$ cat src/logic/scnif_pkg.sv
package scnif_pkg;
  // byte addresses on the register bus
  localparam logic [3:0] OFS_CONTROL_ONE = 4'h0;
  localparam logic [3:0] OFS_CONTROL_TWO = 4'h4;
  localparam logic [3:0] OFS_CONTROL_THREE = 4'h8;

  localparam logic [15:0] RST_CONTROL_ONE = 16'h0000;
  localparam logic [15:0] RST_CONTROL_TWO = 16'h0000;
  localparam logic [15:0] RST_CONTROL_THREE = 16'h0000;
  localparam logic [31:0] RST_READ_DATA = 32'h00000000;
  localparam logic [6:0] RST_FLAGS = 7'h00;
  localparam logic [7:0] RST_COUNT = 8'h00;

  // control one fields
  localparam int BIT_UNIT_ENABLE = 0;
  localparam int BIT_TEST_CYCLE = 1;
  localparam int FLAG_LSB = 2;
  localparam int FLAG_MSB = 8;
  localparam int ENABLE_LSB = 9;
  localparam int ENABLE_MSB = 15;
  localparam int FLAG_COUNT = 7;

  // flag index inside the flag bank
  localparam int FLG_OUTPUT = 0;
  localparam int FLG_STOP = 1;
  localparam int FLG_START = 2;
  localparam int FLG_COUNT_ONE = 3;
  localparam int FLG_COUNT_TWO = 4;
  localparam int FLG_STATE_Q6 = 5;
  localparam int FLG_STATE_Q7 = 6;

  // control two fields
  localparam int BIT_DAC_FORCE = 15;
  localparam int BIT_COMP_FORCE = 14;
  localparam int BIT_COMP_INVERT = 13;
  localparam int BIT_GROUP_SELECT = 12;
  localparam int BIT_COMMON_SELECT = 11;
  localparam int BIT_FOURTH_SELECT = 10;
  localparam int BIT_GROUND_SELECT = 9;
  localparam int BIT_MID_VOLTAGE = 8;
  localparam int BIT_SAMPLE_HOLD = 7;
  localparam int BIT_EXCITATION = 6;
  localparam int TCH_ONE_LSB = 4;
  localparam int TCH_ZERO_LSB = 2;
  localparam int BIT_RESULT_ONE = 1;
  localparam int BIT_RESULT_ZERO = 0;
  localparam logic [15:0] CONTROL_TWO_WRITE_MASK = 16'hFFFC;

  // control three fields
  localparam int CNT_TWO_SRC_LSB = 10;
  localparam int CNT_ONE_SRC_LSB = 8;
  localparam int OUT_SRC_LSB = 4;
  localparam logic [15:0] CONTROL_THREE_WRITE_MASK = 16'h0F70;

  // counter flag source encodings
  localparam logic [1:0] SRC_EACH_COUNT = 2'h0;
  localparam logic [1:0] SRC_MODULO_4 = 2'h1;
  localparam logic [1:0] SRC_MODULO_64 = 2'h2;
  localparam logic [1:0] SRC_WRAP = 2'h3;
  localparam logic [7:0] COUNT_ONE_TOP = 8'hFF;
  localparam logic [7:0] COUNT_TWO_LAST = 8'h01;
endpackage

$ cat src/logic/scnif_flag_if.sv
`timescale 1ns/100ps
`default_nettype none
interface scnif_flag_if;
  logic [6:0] set;
  logic [6:0] wr;
  logic [6:0] wdata;
  logic [6:0] flags;
  modport ctrl (output set, output wr, output wdata, input flags);
  modport bank (input set, input wr, input wdata, output flags);
endinterface
`default_nettype wire

$ cat src/logic/scnif_sync.sv
`timescale 1ns/100ps
`default_nettype none
module scnif_sync #(
  parameter int WIDTH = 5
) (
  input wire logic clk,
  input wire logic rst,
  input wire logic ce,
  input wire logic [WIDTH-1:0] d,
  output logic [WIDTH-1:0] q
);
  logic [WIDTH-1:0] stage;

  // first stage feeds only the second one
  always_ff @(posedge clk or posedge rst) begin
    if (rst) begin
      stage <= '0;
      q <= '0;
    end else if (ce) begin
      stage <= d;
      q <= stage;
    end
  end
endmodule
`default_nettype wire

$ cat src/logic/scnif_flags.sv
`timescale 1ns/100ps
`default_nettype none
module scnif_flags
  import scnif_pkg::*;
(
  input wire logic clk,
  input wire logic rst,
  input wire logic ce,
  scnif_flag_if.bank fb
);
  genvar i;
  generate
    for (i = 0; i < FLAG_COUNT; i++) begin : g_flag
      // hardware set wins over a software clear in the same cycle
      always_ff @(posedge clk or posedge rst) begin
        if (rst) begin
          fb.flags[i] <= RST_FLAGS[i];
        end else if (ce) begin
          fb.flags[i] <= fb.set[i] | (fb.wr[i] ? fb.wdata[i] : fb.flags[i]);
        end
      end
    end
  endgenerate
endmodule
`default_nettype wire

$ cat src/logic/scnif_ctrl.sv
`timescale 1ns/100ps
`default_nettype none
// Functional notes
// - counter two condition sets its sticky flag
// - counter one condition sets its sticky flag
// - sequence start sets sticky start flag
// - stop signal rising edge sets stop flag
// - chosen front-end output condition sets flag
// - flags read pending; only software clears them
// - test cycle bit self-clears when cycle ends
// - unit enable bit gates event flag setting and drives scan unit enable
// - dac force holds dac enable on
// - comparator force holds comparator enable on
// - invert bit inverts comparator output
// - group bit picks sensor or comparator inputs
// - common select picks single common input when the group bit is set
// - fourth-input bit forces comparator input three when group bit set and common select clear
// - ground select zero holds ground switch closed
// - mid voltage on only without sample-hold
// - sample-hold bit drives sample-hold enable
// - excitation bit drives excitation enable
// - test channel one field picks input
// - test channel zero field picks input
// - read-only latest results per test channel
// - interrupt request per enabled pending flag
module scnif_ctrl
  import scnif_pkg::*;
(
  input wire logic SYS_CLK,
  input wire logic RST,
  input wire logic CE,
  input wire logic [3:0] AVS_ADDRESS,
  input wire logic AVS_READ,
  input wire logic AVS_WRITE,
  input wire logic [31:0] AVS_WRITEDATA,
  input wire logic [3:0] AVS_BYTEENABLE,
  output logic [31:0] AVS_READDATA,
  output logic AVS_WAITREQUEST,
  input wire logic [7:0] FIRST_EVENT_COUNTER,
  input wire logic FIRST_COUNTER_STEP,
  input wire logic [7:0] SECOND_EVENT_COUNTER,
  input wire logic SECOND_COUNTER_STEP,
  input wire logic SEQUENCE_START,
  input wire logic SEQUENCER_STOP_SIGNAL,
  input wire logic STATE_Q6_ENTRY,
  input wire logic STATE_Q7_ENTRY,
  input wire logic TEST_CYCLE_DONE,
  input wire logic SEQ_DAC_REQUEST,
  input wire logic SEQ_COMP_REQUEST,
  input wire logic SEQ_GROUND_REQUEST,
  input wire logic [1:0] SEQ_CHANNEL_SELECT,
  input wire logic SEQ_TEST_ACTIVE,
  input wire logic SEQ_TEST_CHANNEL,
  input wire logic SEQ_RESULT_STROBE,
  input wire logic [3:0] FRONT_END_OUTPUT_BITS,
  input wire logic COMPARATOR_RAW,
  output logic SCAN_UNIT_ENABLE,
  output logic TEST_CYCLE_REQUEST,
  output logic [6:0] EVENT_IRQ,
  output logic DAC_ENABLE,
  output logic COMPARATOR_ENABLE,
  output logic COMPARATOR_OUT,
  output logic COMP_GROUP_SELECT,
  output logic COMP_COMMON_INPUT,
  output logic [1:0] COMP_INPUT_INDEX,
  output logic SAMPLE_GROUND_CONNECT,
  output logic MID_VOLTAGE_ENABLE,
  output logic SAMPLE_HOLD_ENABLE,
  output logic EXCITATION_ENABLE
);
  scnif_flag_if fbus ();

  logic ack, req, wr_go;
  logic sel_one, sel_two, sel_three;
  logic [15:0] ctl_one, ctl_two, ctl_three;
  logic [15:2] ctl_two_store;
  logic [15:0] lane_mask;
  logic [15:0] merged_one, merged_two;
  logic [6:0] irq_enable;
  logic unit_enable;
  logic test_request;
  logic result_one, result_zero;
  logic [4:0] pin_sync;
  logic [3:0] fe_bits;
  logic [3:0] fe_last;
  logic comp_sync;
  logic comp_val;
  logic stop_last;
  logic [7:0] count_one_prev, count_two_prev;
  logic hit_one, hit_two, hit_out;
  logic [1:0] out_sel;
  logic out_want;
  logic [1:0] chan_index;
  logic [15:0] next_read;

  // front-end pins come from the analog side and need two stages
  scnif_sync #(.WIDTH(5)) u_pin_sync (
    .clk(SYS_CLK),
    .rst(RST),
    .ce(CE),
    .d({COMPARATOR_RAW, FRONT_END_OUTPUT_BITS}),
    .q(pin_sync)
  );

  scnif_flags u_flags (
    .clk(SYS_CLK),
    .rst(RST),
    .ce(CE),
    .fb(fbus.bank)
  );

  assign fe_bits = pin_sync[3:0];
  assign comp_sync = pin_sync[4];

  // bus slave: one wait cycle, answer on the second edge
  assign req = AVS_READ | AVS_WRITE;
  assign AVS_WAITREQUEST = req & ~ack;
  assign wr_go = AVS_WRITE & ack;
  assign lane_mask = {{8{AVS_BYTEENABLE[1]}}, {8{AVS_BYTEENABLE[0]}}};

  always_comb begin
    sel_one = 1'b0;
    sel_two = 1'b0;
    sel_three = 1'b0;
    if (AVS_ADDRESS == OFS_CONTROL_ONE) begin
      sel_one = 1'b1;
    end else if (AVS_ADDRESS == OFS_CONTROL_TWO) begin
      sel_two = 1'b1;
    end else if (AVS_ADDRESS == OFS_CONTROL_THREE) begin
      sel_three = 1'b1;
    end
  end

  always_ff @(posedge SYS_CLK or posedge RST) begin
    if (RST) begin
      ack <= 1'b0;
    end else if (CE) begin
      ack <= req & ~ack;
    end
  end

  always_comb begin
    next_read = 16'h0000;
    if (sel_one) begin
      next_read = ctl_one;
    end else if (sel_two) begin
      next_read = ctl_two;
    end else if (sel_three) begin
      next_read = ctl_three;
    end
  end

  // read data are captured in the wait cycle so they stand at the answer edge
  always_ff @(posedge SYS_CLK or posedge RST) begin
    if (RST) begin
      AVS_READDATA <= RST_READ_DATA;
    end else if (CE && AVS_READ && !ack) begin
      AVS_READDATA <= {16'h0000, next_read};
    end
  end

  // control one image
  always_comb begin
    ctl_one = 16'h0000;
    ctl_one[ENABLE_MSB:ENABLE_LSB] = irq_enable;
    ctl_one[FLAG_MSB:FLAG_LSB] = fbus.flags;
    ctl_one[BIT_TEST_CYCLE] = test_request;
    ctl_one[BIT_UNIT_ENABLE] = unit_enable;
  end

  assign merged_one = (AVS_WRITEDATA[15:0] & lane_mask) | (ctl_one & ~lane_mask);

  always_ff @(posedge SYS_CLK or posedge RST) begin
    if (RST) begin
      irq_enable <= RST_CONTROL_ONE[ENABLE_MSB:ENABLE_LSB];
      unit_enable <= RST_CONTROL_ONE[BIT_UNIT_ENABLE];
    end else if (CE && wr_go && sel_one) begin
      irq_enable <= merged_one[ENABLE_MSB:ENABLE_LSB];
      unit_enable <= merged_one[BIT_UNIT_ENABLE];
    end
  end

  // a fresh request written in the done cycle is kept, not lost
  always_ff @(posedge SYS_CLK or posedge RST) begin
    if (RST) begin
      test_request <= RST_CONTROL_ONE[BIT_TEST_CYCLE];
    end else if (CE) begin
      if (wr_go && sel_one) begin
        test_request <= merged_one[BIT_TEST_CYCLE];
      end else if (TEST_CYCLE_DONE) begin
        test_request <= 1'b0;
      end
    end
  end

  // software write path into the flag bank, one write strobe per flag, taken from its byte lane
  assign fbus.wdata = merged_one[FLAG_MSB:FLAG_LSB];
  assign fbus.wr = (wr_go && sel_one) ?
    {AVS_BYTEENABLE[1], {6{AVS_BYTEENABLE[0]}}} : 7'h00;

  // control two and three storage
  assign merged_two = (AVS_WRITEDATA[15:0] & lane_mask & CONTROL_TWO_WRITE_MASK)
    | (ctl_two & ~(lane_mask & CONTROL_TWO_WRITE_MASK));
  always_ff @(posedge SYS_CLK or posedge RST) begin
    if (RST) begin
      ctl_two_store <= RST_CONTROL_TWO[15:2];
    end else if (CE && wr_go && sel_two) begin
      ctl_two_store <= merged_two[15:2];
    end
  end
  assign ctl_two = {ctl_two_store, result_one, result_zero};

  logic [15:0] ctl_three_store;
  always_ff @(posedge SYS_CLK or posedge RST) begin
    if (RST) begin
      ctl_three_store <= RST_CONTROL_THREE;
    end else if (CE && wr_go && sel_three) begin
      ctl_three_store <= (AVS_WRITEDATA[15:0] & lane_mask & CONTROL_THREE_WRITE_MASK)
        | (ctl_three_store & ~(lane_mask & CONTROL_THREE_WRITE_MASK));
    end
  end

  assign ctl_three = {ctl_three_store[15:4], fe_bits};

  // event detection; a disabled unit raises no events
  always_ff @(posedge SYS_CLK or posedge RST) begin
    if (RST) begin
      stop_last <= 1'b0;
      fe_last <= 4'h0;
    end else if (CE) begin
      stop_last <= SEQUENCER_STOP_SIGNAL;
      fe_last <= fe_bits;
    end
  end

  always_ff @(posedge SYS_CLK or posedge RST) begin
    if (RST) begin
      count_one_prev <= RST_COUNT;
      count_two_prev <= RST_COUNT;
    end else if (CE) begin
      if (FIRST_COUNTER_STEP) begin
        count_one_prev <= FIRST_EVENT_COUNTER;
      end
      if (SECOND_COUNTER_STEP) begin
        count_two_prev <= SECOND_EVENT_COUNTER;
      end
    end
  end

  always_comb begin
    hit_one = 1'b0;
    case (ctl_three[CNT_ONE_SRC_LSB +: 2])
      SRC_EACH_COUNT: hit_one = 1'b1;
      SRC_MODULO_4: hit_one = (FIRST_EVENT_COUNTER[1:0] == 2'h0);
      SRC_MODULO_64: hit_one = (FIRST_EVENT_COUNTER[5:0] == 6'h00);
      default: hit_one = (FIRST_EVENT_COUNTER == 8'h00) && (count_one_prev == COUNT_ONE_TOP);
    endcase
    hit_one = hit_one & FIRST_COUNTER_STEP;
  end

  always_comb begin
    hit_two = 1'b0;
    case (ctl_three[CNT_TWO_SRC_LSB +: 2])
      SRC_EACH_COUNT: hit_two = 1'b1;
      SRC_MODULO_4: hit_two = (SECOND_EVENT_COUNTER[1:0] == 2'h0);
      SRC_MODULO_64: hit_two = (SECOND_EVENT_COUNTER[5:0] == 6'h00);
      default: hit_two = (SECOND_EVENT_COUNTER == 8'h00) && (count_two_prev == COUNT_TWO_LAST);
    endcase
    hit_two = hit_two & SECOND_COUNTER_STEP;
  end

  // output condition fires on the transition into the chosen level
  assign out_sel = ctl_three[OUT_SRC_LSB+1 +: 2];
  assign out_want = ~ctl_three[OUT_SRC_LSB];
  assign hit_out = (fe_bits[out_sel] == out_want) && (fe_last[out_sel] != out_want);

  always_comb begin
    fbus.set = 7'h00;
    if (unit_enable) begin
      fbus.set[FLG_OUTPUT] = hit_out;
      fbus.set[FLG_STOP] = SEQUENCER_STOP_SIGNAL & ~stop_last;
      fbus.set[FLG_START] = SEQUENCE_START;
      fbus.set[FLG_COUNT_ONE] = hit_one;
      fbus.set[FLG_COUNT_TWO] = hit_two;
      fbus.set[FLG_STATE_Q6] = STATE_Q6_ENTRY;
      fbus.set[FLG_STATE_Q7] = STATE_Q7_ENTRY;
    end
  end

  // comparator path and test channel results
  assign comp_val = comp_sync ^ ctl_two[BIT_COMP_INVERT];

  always_ff @(posedge SYS_CLK or posedge RST) begin
    if (RST) begin
      result_one <= 1'b0;
      result_zero <= 1'b0;
    end else if (CE && SEQ_RESULT_STROBE) begin
      if (SEQ_TEST_CHANNEL) begin
        result_one <= comp_val;
      end else begin
        result_zero <= comp_val;
      end
    end
  end

  // during a test cycle the test channel fields replace the channel select logic
  always_comb begin
    chan_index = SEQ_CHANNEL_SELECT;
    if (SEQ_TEST_ACTIVE) begin
      if (SEQ_TEST_CHANNEL) begin
        chan_index = ctl_two[TCH_ONE_LSB +: 2];
      end else begin
        chan_index = ctl_two[TCH_ZERO_LSB +: 2];
      end
    end
  end

  // all analog controls leave from flip-flops, one cycle after their cause
  always_ff @(posedge SYS_CLK or posedge RST) begin
    if (RST) begin
      COMP_GROUP_SELECT <= 1'b0;
      COMP_COMMON_INPUT <= 1'b0;
      COMP_INPUT_INDEX <= 2'h0;
    end else if (CE) begin
      COMP_GROUP_SELECT <= ctl_two[BIT_GROUP_SELECT];
      COMP_COMMON_INPUT <= ctl_two[BIT_GROUP_SELECT] & ctl_two[BIT_COMMON_SELECT];
      if (ctl_two[BIT_GROUP_SELECT] && !ctl_two[BIT_COMMON_SELECT] && ctl_two[BIT_FOURTH_SELECT]) begin
        COMP_INPUT_INDEX <= 2'h3;
      end else begin
        COMP_INPUT_INDEX <= chan_index;
      end
    end
  end

  always_ff @(posedge SYS_CLK or posedge RST) begin
    if (RST) begin
      DAC_ENABLE <= 1'b0;
      COMPARATOR_ENABLE <= 1'b0;
      COMPARATOR_OUT <= 1'b0;
      SAMPLE_GROUND_CONNECT <= 1'b0;
      MID_VOLTAGE_ENABLE <= 1'b0;
      SAMPLE_HOLD_ENABLE <= 1'b0;
      EXCITATION_ENABLE <= 1'b0;
    end else if (CE) begin
      DAC_ENABLE <= ctl_two[BIT_DAC_FORCE] | SEQ_DAC_REQUEST;
      COMPARATOR_ENABLE <= ctl_two[BIT_COMP_FORCE] | SEQ_COMP_REQUEST;
      COMPARATOR_OUT <= comp_val;
      SAMPLE_GROUND_CONNECT <= ~ctl_two[BIT_GROUND_SELECT] | SEQ_GROUND_REQUEST;
      MID_VOLTAGE_ENABLE <= ctl_two[BIT_MID_VOLTAGE] & ~ctl_two[BIT_SAMPLE_HOLD];
      SAMPLE_HOLD_ENABLE <= ctl_two[BIT_SAMPLE_HOLD];
      EXCITATION_ENABLE <= ctl_two[BIT_EXCITATION];
    end
  end

  always_ff @(posedge SYS_CLK or posedge RST) begin
    if (RST) begin
      SCAN_UNIT_ENABLE <= 1'b0;
      TEST_CYCLE_REQUEST <= 1'b0;
      EVENT_IRQ <= 7'h00;
    end else if (CE) begin
      SCAN_UNIT_ENABLE <= unit_enable;
      TEST_CYCLE_REQUEST <= test_request;
      EVENT_IRQ <= fbus.flags & irq_enable;
    end
  end
endmodule
`default_nettype wire

$ cat config.mk
export PLATFORM = sky130hd
export DESIGN_NAME = scnif_ctrl
export DESIGN_NICKNAME = d
export VERILOG_FILES = /design/src/logic/scnif_pkg.sv /design/src/logic/scnif_flag_if.sv /design/src/logic/scnif_sync.sv /design/src/logic/scnif_flags.sv /design/src/logic/scnif_ctrl.sv
export SDC_FILE = /design/constraint.sdc
export NUM_CORES = 1
export LEC_CHECK = 0
export ABC_AREA = 1
export ABC_CLOCK_PERIOD_IN_PS = 7450
export BUFFER_PORTS_ARGS = -buffer_cell sky130_fd_sc_hd__buf_2
export CORE_MARGIN = 2
export CORE_UTILIZATION = 45
export CTS_CLUSTER_DIAMETER = 80
export DETAILED_ROUTE_END_ITERATION = 8
export GPL_TIMING_DRIVEN = 0
export HOLD_SLACK_MARGIN = 0.03
export PLACE_DENSITY_LB_ADDON = 0.12
export SKIP_CTS_REPAIR_TIMING = 1
export SLEW_MARGIN = 20
export SYNTH_ARGS = -nofsm -noshare
export SYNTH_HDL_FRONTEND = slang
export SYNTH_HIERARCHICAL = 1
export SYNTH_SLANG_ARGS = --single-unit
$ cat constraint.sdc
create_clock -name SYS_CLK -period 7.45 [get_ports SYS_CLK]
set_input_delay 1.1175 -clock SYS_CLK [delete_from_list [all_inputs] [get_ports SYS_CLK]]
set_output_delay 1.1175 -clock SYS_CLK [all_outputs]
set_load 0.03 [all_outputs]
==> results.txt, run 1 <==
----------------------------------------------------
[Global route]
  Global-route wire length before repair ... 20.2 mm
  Number of global-route vias before repair ... around 4100
  Total global routing track utilization ... 0.223
  GRT Residual Overflow ... 0
  Pin count of the biggest net entering global routing ... 57
  Antenna violations before repair ... 0

[CTS]
  Number of buffers created by CTS ... 9
  Number of clock sinks seen by CTS ... 107
  Buffer type at the clock tree root ... clkbuf_8
  Insertion delay of the later-clocked pin in the worst-skew pair ... between 0.3 and 0.4 ns
  Clock edge transition at the registers on the reported setup and hold paths ... approximately 0.10 ns
  Bufs on Longest Clock Path ... 2
  CTS tree ... yes
  H-tree lvl count ... 3

[Die]
  Count of standard-cell rows ... 38
  Initial Util ... 0.463
  Height of the die ... around 110 um
  Number of I/O pins ... approximately 130
  Total die area ... around 12000 sq um
  Area of the placeable core ... 10800 sq um
  Die span in x ... between 100 and 150 um

[Job]
  Max cap viols ... 0

[Placed design]
  Buffers on Ports ... around 100
  Placer congestion estimate ... 0.888
  Half-perimeter wire length after placement ... a little under 10 mm
  Pre-CTS worst setup slack ... about 4.3 ns

[Cells and area]
  Commonest cells after routing, fill and taps aside ... 231 x nand2_1, 107 x dfrtp_1, 105 x buf_2, 50 x inv_1, 47 x nand3_1
  Commonest non-fill, non-tap cell in the layout ... nand2_1
  Final layout net count ... just over 800
  Share of cells above drive strength 1 ... 0.236
  ANT cells ... 0
  # fillers ... ~1100
  Multi-input gate area ... a little under 2000 sq um
  Area Growth Syn to Fin ... 19.1%
  Sequential standard cell area ... ~2700 sq um

[Power and ir drop]
  Leakage ... ~3.2 nW
  Largest vdd supply drop ... ~0.097 mV
  Power per Cell Area ... ~220 nW/um^2

[Timing]
  Accumulated negative setup slack ... 0 ns
  Final setup margin ... between 4 and 5 ns
  Unrepaired setup endpoints after global routing ... no
  Minimum clock period ... 2.80 ns
  Worst slew slack as a fraction of its limit ... 0.544
  Final max-slew violation count ... 0
  Top achievable clock speed ... approximately 0.36 GHz
  Ratio of final minimum period to clock period ... 0.376
  Setup-violating endpoint count in the final report ... 0
  Worst clock skew ... about 0.010 ns
  Final count of hold timing violations ... 0
  Worst-margin pin slew ... 0.681 ns

[Yosys]
  Cell count after synthesis ... about 610
  Proportion of synthesized chip area in sequential cells ... 0.533
  Area share of the largest cell type after synthesis ... 0.533
  Number of distinct library cells after synthesis ... 30
  Synthesized area ... between 5000 and 6000 sq um
  Top cells by area in the synthesized netlist ... dfrtp_1 53%, nand2_1 17%, nand3_1 4.7%
  Mean cell area of the mapped netlist ... slightly above 8 sq um
  Number of synthesized register bits ... roughly 110
  Cell type with the highest aggregate area in the netlist ... dfrtp_1
  Number of synthesis warnings ... 6

[Detailed routing]
  Post-route DRC ... 0
  Length of routed wiring on met1 ... ~5.7 mm
  Detailed-route vias per instance ... slightly below 5
  Total length of routed met3 wires ... 946 um
  Via count of the routed design ... roughly 4300
  Average detailed-routed wire length per instance ... ~14 um
  Count of antenna-violating nets left after detailed routing ... 0
  First-pass detailed-route iteration total ... 4
  Routed length on met2 ... 5.65 mm
  Starting DRC count in detailed routing ... around 210
  Total Routed Length ... ~13 mm
  Uppermost signal routing layer after detailed routing ... met4

[Worst hold path]
  Hold path depth ... 2
  Worst hold path type ... reg -> reg

[Worst setup path]
  CP Max Fanout ... 2
  Crit-path most repeated cell ... buf_2
  Required time at the worst-slack endpoint ... ~6.3 ns
  R2R setup slack ... between 5 and 6 ns
  Setup Crit Path Kind ... in -> out
  Depth of the worst register-to-register path ... 6
  Crit-path slowest cell ... buf_2
  CP startpoint kind ... input port
  Endpoint class of the critical path ... output port
  Largest stage delay on the critical path ... around 0.23 ns
  Data arrival at the endpoint of the critical path ... 1.68 ns
  Chain of cells forming the critical path ... buf_2 > inv_1 > a21oi_1 > buf_2

[Run status]
  Outcome ... finished clean

----------------------------------------------------
final timing paths:
path	start	to
worst max-delay path	AVS_WRITE	AVS_WAITREQUEST
worst min-delay path	COMP_GROUP_SELECT	COMP_GROUP_SELECT
worst max register to register	ack	register
worst min register to register	COMP_GROUP_SELECT	COMP_GROUP_SELECT
max in group asynchronous	RST	asynchronous set/reset pin
min in group asynchronous	RST	u_flags/fb.flags[6]
routing by layer:
metal  global-route usage  vias up
met2                0.345      159
met3               0.0409       21
met1                0.310     1981
met5                    0        -
li1                     -     2145
met4               0.0886        0
stage by stage:
stage	area, sq um	hold slack (ns)	cells	util	total power, W
floorplan	5080	0.442	621	-	0.000848
global placement	5750	0.453	860	0.530	0.000925
detailed placement	5780	0.457	861	0.533	0.000934
CTS	5980	0.481	877	0.552	0.00130
global route	5980	0.507	877	0.552	0.00135
finish	5980	0.480	877	0.552	0.00129
worst max-delay path: cells and delay by family:
family / cells / cell delay (ns)
buffers and inverters: 3 / 0.40
AOI/OAI and AO/OA: 1 / 0.17
synth_stat cells (all sizes together):
library cell and instances:
o21bai 1, nor3 5, a21oi 11, xor2 1, o22ai 2, nor2 27
mux2 13, nand3 48, buf 29, o31ai 2, nand4 1, conb 1
a22o 1, dfrtp 107, inv 54, o21ai 58, clkbuf 6, a31oi 6
nor4 2, nand2 231
layout make-up:
cell class	count	area share
well taps	140	0.0293
plain buffers	35	0.0389
clock inverters	6	0.0107
multi-input cells	425	0.328
inverters	54	0.0347
repair buffers	100	0.0874
clock buffers	10	0.0230
flip-flops and latches	107	0.448
power by group:
part	total [W]	switching, W	internal (W)
clock network	0.000370	0.000205	0.000165
registers	0.000680	0.0000419	0.000638
logic	0.000240	0.000156	0.0000841
cells by family (layout without fill, tap and decap cells):
family                 after synthesis  count (layout)  share of synthesized area
AND/OR/NAND/NOR                    314             314                      0.257
flip-flops                         107             107                      0.533
buffers and inverters               89             205                     0.0867
AO/OA/AOI/OAI                       81              81                     0.0910
multiplexers                        13              13                     0.0292
other                                1              16                   0.000747
XOR/XNOR                             1               1                    0.00174
Power figures use the tool's default switching activity.
==> run 2: changes to the inputs <==
--- a/config.mk
+++ b/config.mk
@@ -6,7 +6,7 @@
 export NUM_CORES = 1
 export LEC_CHECK = 0
 export ABC_AREA = 1
-export ABC_CLOCK_PERIOD_IN_PS = 7450
+export ABC_CLOCK_PERIOD_IN_PS = 2300
 export BUFFER_PORTS_ARGS = -buffer_cell sky130_fd_sc_hd__buf_2
 export CORE_MARGIN = 2
 export CORE_UTILIZATION = 45
==> constraint.sdc (replaced) <==
create_clock -name SYS_CLK -period 2.3 [get_ports SYS_CLK]
set_input_delay 0.345 -clock SYS_CLK [delete_from_list [all_inputs] [get_ports SYS_CLK]]
set_output_delay 0.345 -clock SYS_CLK [all_outputs]
set_load 0.03 [all_outputs]
==> run 2 against run 1 <==
Final cell count up 0.11%; sequential share of layout area down 0.093 points; clock power increased to 3.1 times the previous value; sequential cell count unchanged; register-to-register slack got worse by 5.2 ns; non-clock buffer count rose by 2; largest power group unchanged; highest routed layer unchanged.
==> results.txt, run 2 (same netlist as run 1, synthesis figures left out) <==
----------------------------------------------------
[Die]
  Area of the placeable core ... 10800 sq um
  Height of the die ... around 110 um
  Die span in x ... between 100 and 150 um
  Total die area ... between 10000 and 15000 sq um
  Number of I/O pins ... around 130
  Initial Util ... 0.463
  Count of standard-cell rows ... 38

[Worst hold path]
  Worst hold path type ... in -> reg
  Worst hold path startpoint ... FRONT_END_OUTPUT_BITS[1]
  Hold path depth ... 3
  Endpoint of the worst hold-timing path ... u_pin_sync/stage[1]

[Timing]
  Unrepaired setup endpoints after global routing ... no
  Final setup margin ... approximately 0.23 ns
  Final count of hold timing violations ... 0
  Ratio of final minimum period to clock period ... 0.898
  Setup-violating endpoint count in the final report ... 0
  Worst clock skew ... about 0.013 ns
  Worst hold slack after final layout ... between 0.15 and 0.2 ns
  Minimum clock period ... around 2.1 ns
  Top achievable clock speed ... between 0.4 and 0.5 GHz
  Worst slew slack as a fraction of its limit ... 0.543
  Worst-margin pin slew ... 0.682 ns
  Final max-slew violation count ... 0

[Placed design]
  Half-perimeter wire length after placement ... around 9.9 mm
  Buffers on Ports ... 99
  Placer congestion estimate ... 0.905
  Placed Area ... between 5000 and 6000 sq um
  Pre-CTS worst setup slack ... -0.126 ns
  Number of placed cells counting well taps ... 862

[Cells and area]
  Share of cells above drive strength 1 ... 0.234
  ANT cells ... 0
  Final layout net count ... approximately 820
  Final std cell area, no fill ... about 6000 sq um
  Commonest non-fill, non-tap cell in the layout ... nand2_1
  Area Growth Syn to Fin ... 19.4%
  Commonest cells after routing, fill and taps aside ... 231 x nand2_1, 107 x dfrtp_1, 105 x buf_2, 50 x inv_1, 47 x nand3_1
  Final non-filler cell total ... 878

[Detailed routing]
  Via count of the routed design ... between 4000 and 5000
  Average detailed-routed wire length per instance ... approximately 15 um
  Detailed-route vias per instance ... around 4.9
  Post-route DRC ... 0
  Total Routed Length ... approximately 13 mm
  First-pass detailed-route iteration total ... 5
  Starting DRC count in detailed routing ... 219
  Count of antenna-violating nets left after detailed routing ... 0

[CTS]
  Clock edge transition at the registers on the reported setup and hold paths ... ~0.10 ns
  Insertion delay of the later-clocked pin in the worst-skew pair ... approximately 0.38 ns
  Number of buffers created by CTS ... 9
  H-tree lvl count ... 3
  Bufs on Longest Clock Path ... 2
  Number of clock sinks seen by CTS ... 107
  Buffer type at the clock tree root ... clkbuf_8
  CTS tree ... yes

[Power and ir drop]
  Largest vdd supply drop ... a little over 0.3 mV
  Leakage ... between 3 and 4 nW
  Power, Total ... around 0.0041 W
  Power per Cell Area ... between 600 and 700 nW/um^2

[Worst setup path]
  CP startpoint kind ... input port
  Origin of the critical flop-to-flop path ... ack
  R2R setup slack ... roughly 0.7 ns
  Endpoint class of the critical path ... register
  Required time at the worst-slack endpoint ... 2.58 ns
  Setup Crit Path Kind ... in -> reg
  Depth of the worst register-to-register path ... 6
  Data arrival at the endpoint of the critical path ... around 2.3 ns
  CP Max Fanout ... 12

[Job]
  Max cap viols ... 0

[Global route]
  Number of global-route vias before repair ... about 4200
  Global-route wire length before repair ... 20.8 mm
  Total global routing track utilization ... 0.230
  GRT Residual Overflow ... 0
  Pin count of the biggest net entering global routing ... 35
  Antenna violations before repair ... 0

[Run status]
  Outcome ... finished clean

----------------------------------------------------
[run 2: worst max path at each step]
stage	from	to	slack, ns	cells past startpoint
2_1_floorplan	AVS_ADDRESS[3]	u_flags/fb.flags[3]	0.48	9
3_3_place_gp	AVS_ADDRESS[3]	u_flags/fb.flags[0]	-0.08	10
3_5_place_dp	AVS_ADDRESS[3]	u_flags/fb.flags[5]	-0.13	10
4_1_cts	AVS_ADDRESS[3]	u_flags/fb.flags[0]	0.27	10
5_1_grt	AVS_ADDRESS[3]	u_flags/fb.flags[4]	0.04	10
6_report	AVS_ADDRESS[3]	u_flags/fb.flags[0]	0.23	10
[run 2: metal layers]
| layer | track usage | vias to the layer above | wire length [um] |
|---|---|---|---|
| met2 | 0.356 | 152 | 5720 |
| li1 | - | 2151 | - |
| met1 | 0.314 | 2025 | 6040 |
| met4 | 0.0949 | 0 | 254 |
| met3 | 0.0510 | 18 | 911 |
| met5 | 0 | - | 0 |
[run 2: layout make-up]
cell class | count | area [sq um]
sequential | 107 | 2680
fill | 1050 | 4850
clock buffer | 11 | 141
buffer | 35 | 233
multi-input combinational | 425 | 1960
tap | 140 | 175
clock inverter | 4 | 51.3
timing repair buffer | 102 | 546
inverter | 54 | 206
[run 2: per-stage QoR]
step | utilization | TNS, ns
2_1_floorplan | - | 0
3_3_place_gp | 0.531 | -0.453
3_5_place_dp | 0.534 | -0.662
4_1_cts | 0.552 | 0
5_1_grt | 0.553 | 0
6_report | 0.553 | 0
[run 2: critical path: stages]
cell and delay [ns]:
buf_2 0.13, inv_1 0.18, nand2_1 0.13, nor2_4 0.24, buf_2 0.27, nand3_1 0.19
nor2_1 0.57, nand2_1 0.13, nand2_1 0.08, nand3_1 0.06
[run 2: where the power goes]
group | switching (W) | internal, W
Combinational | 0.000512 | 0.000275
Clock | 0.000630 | 0.000528
Sequential | 0.000134 | 0.00207
Total | 0.00128 | 0.00287
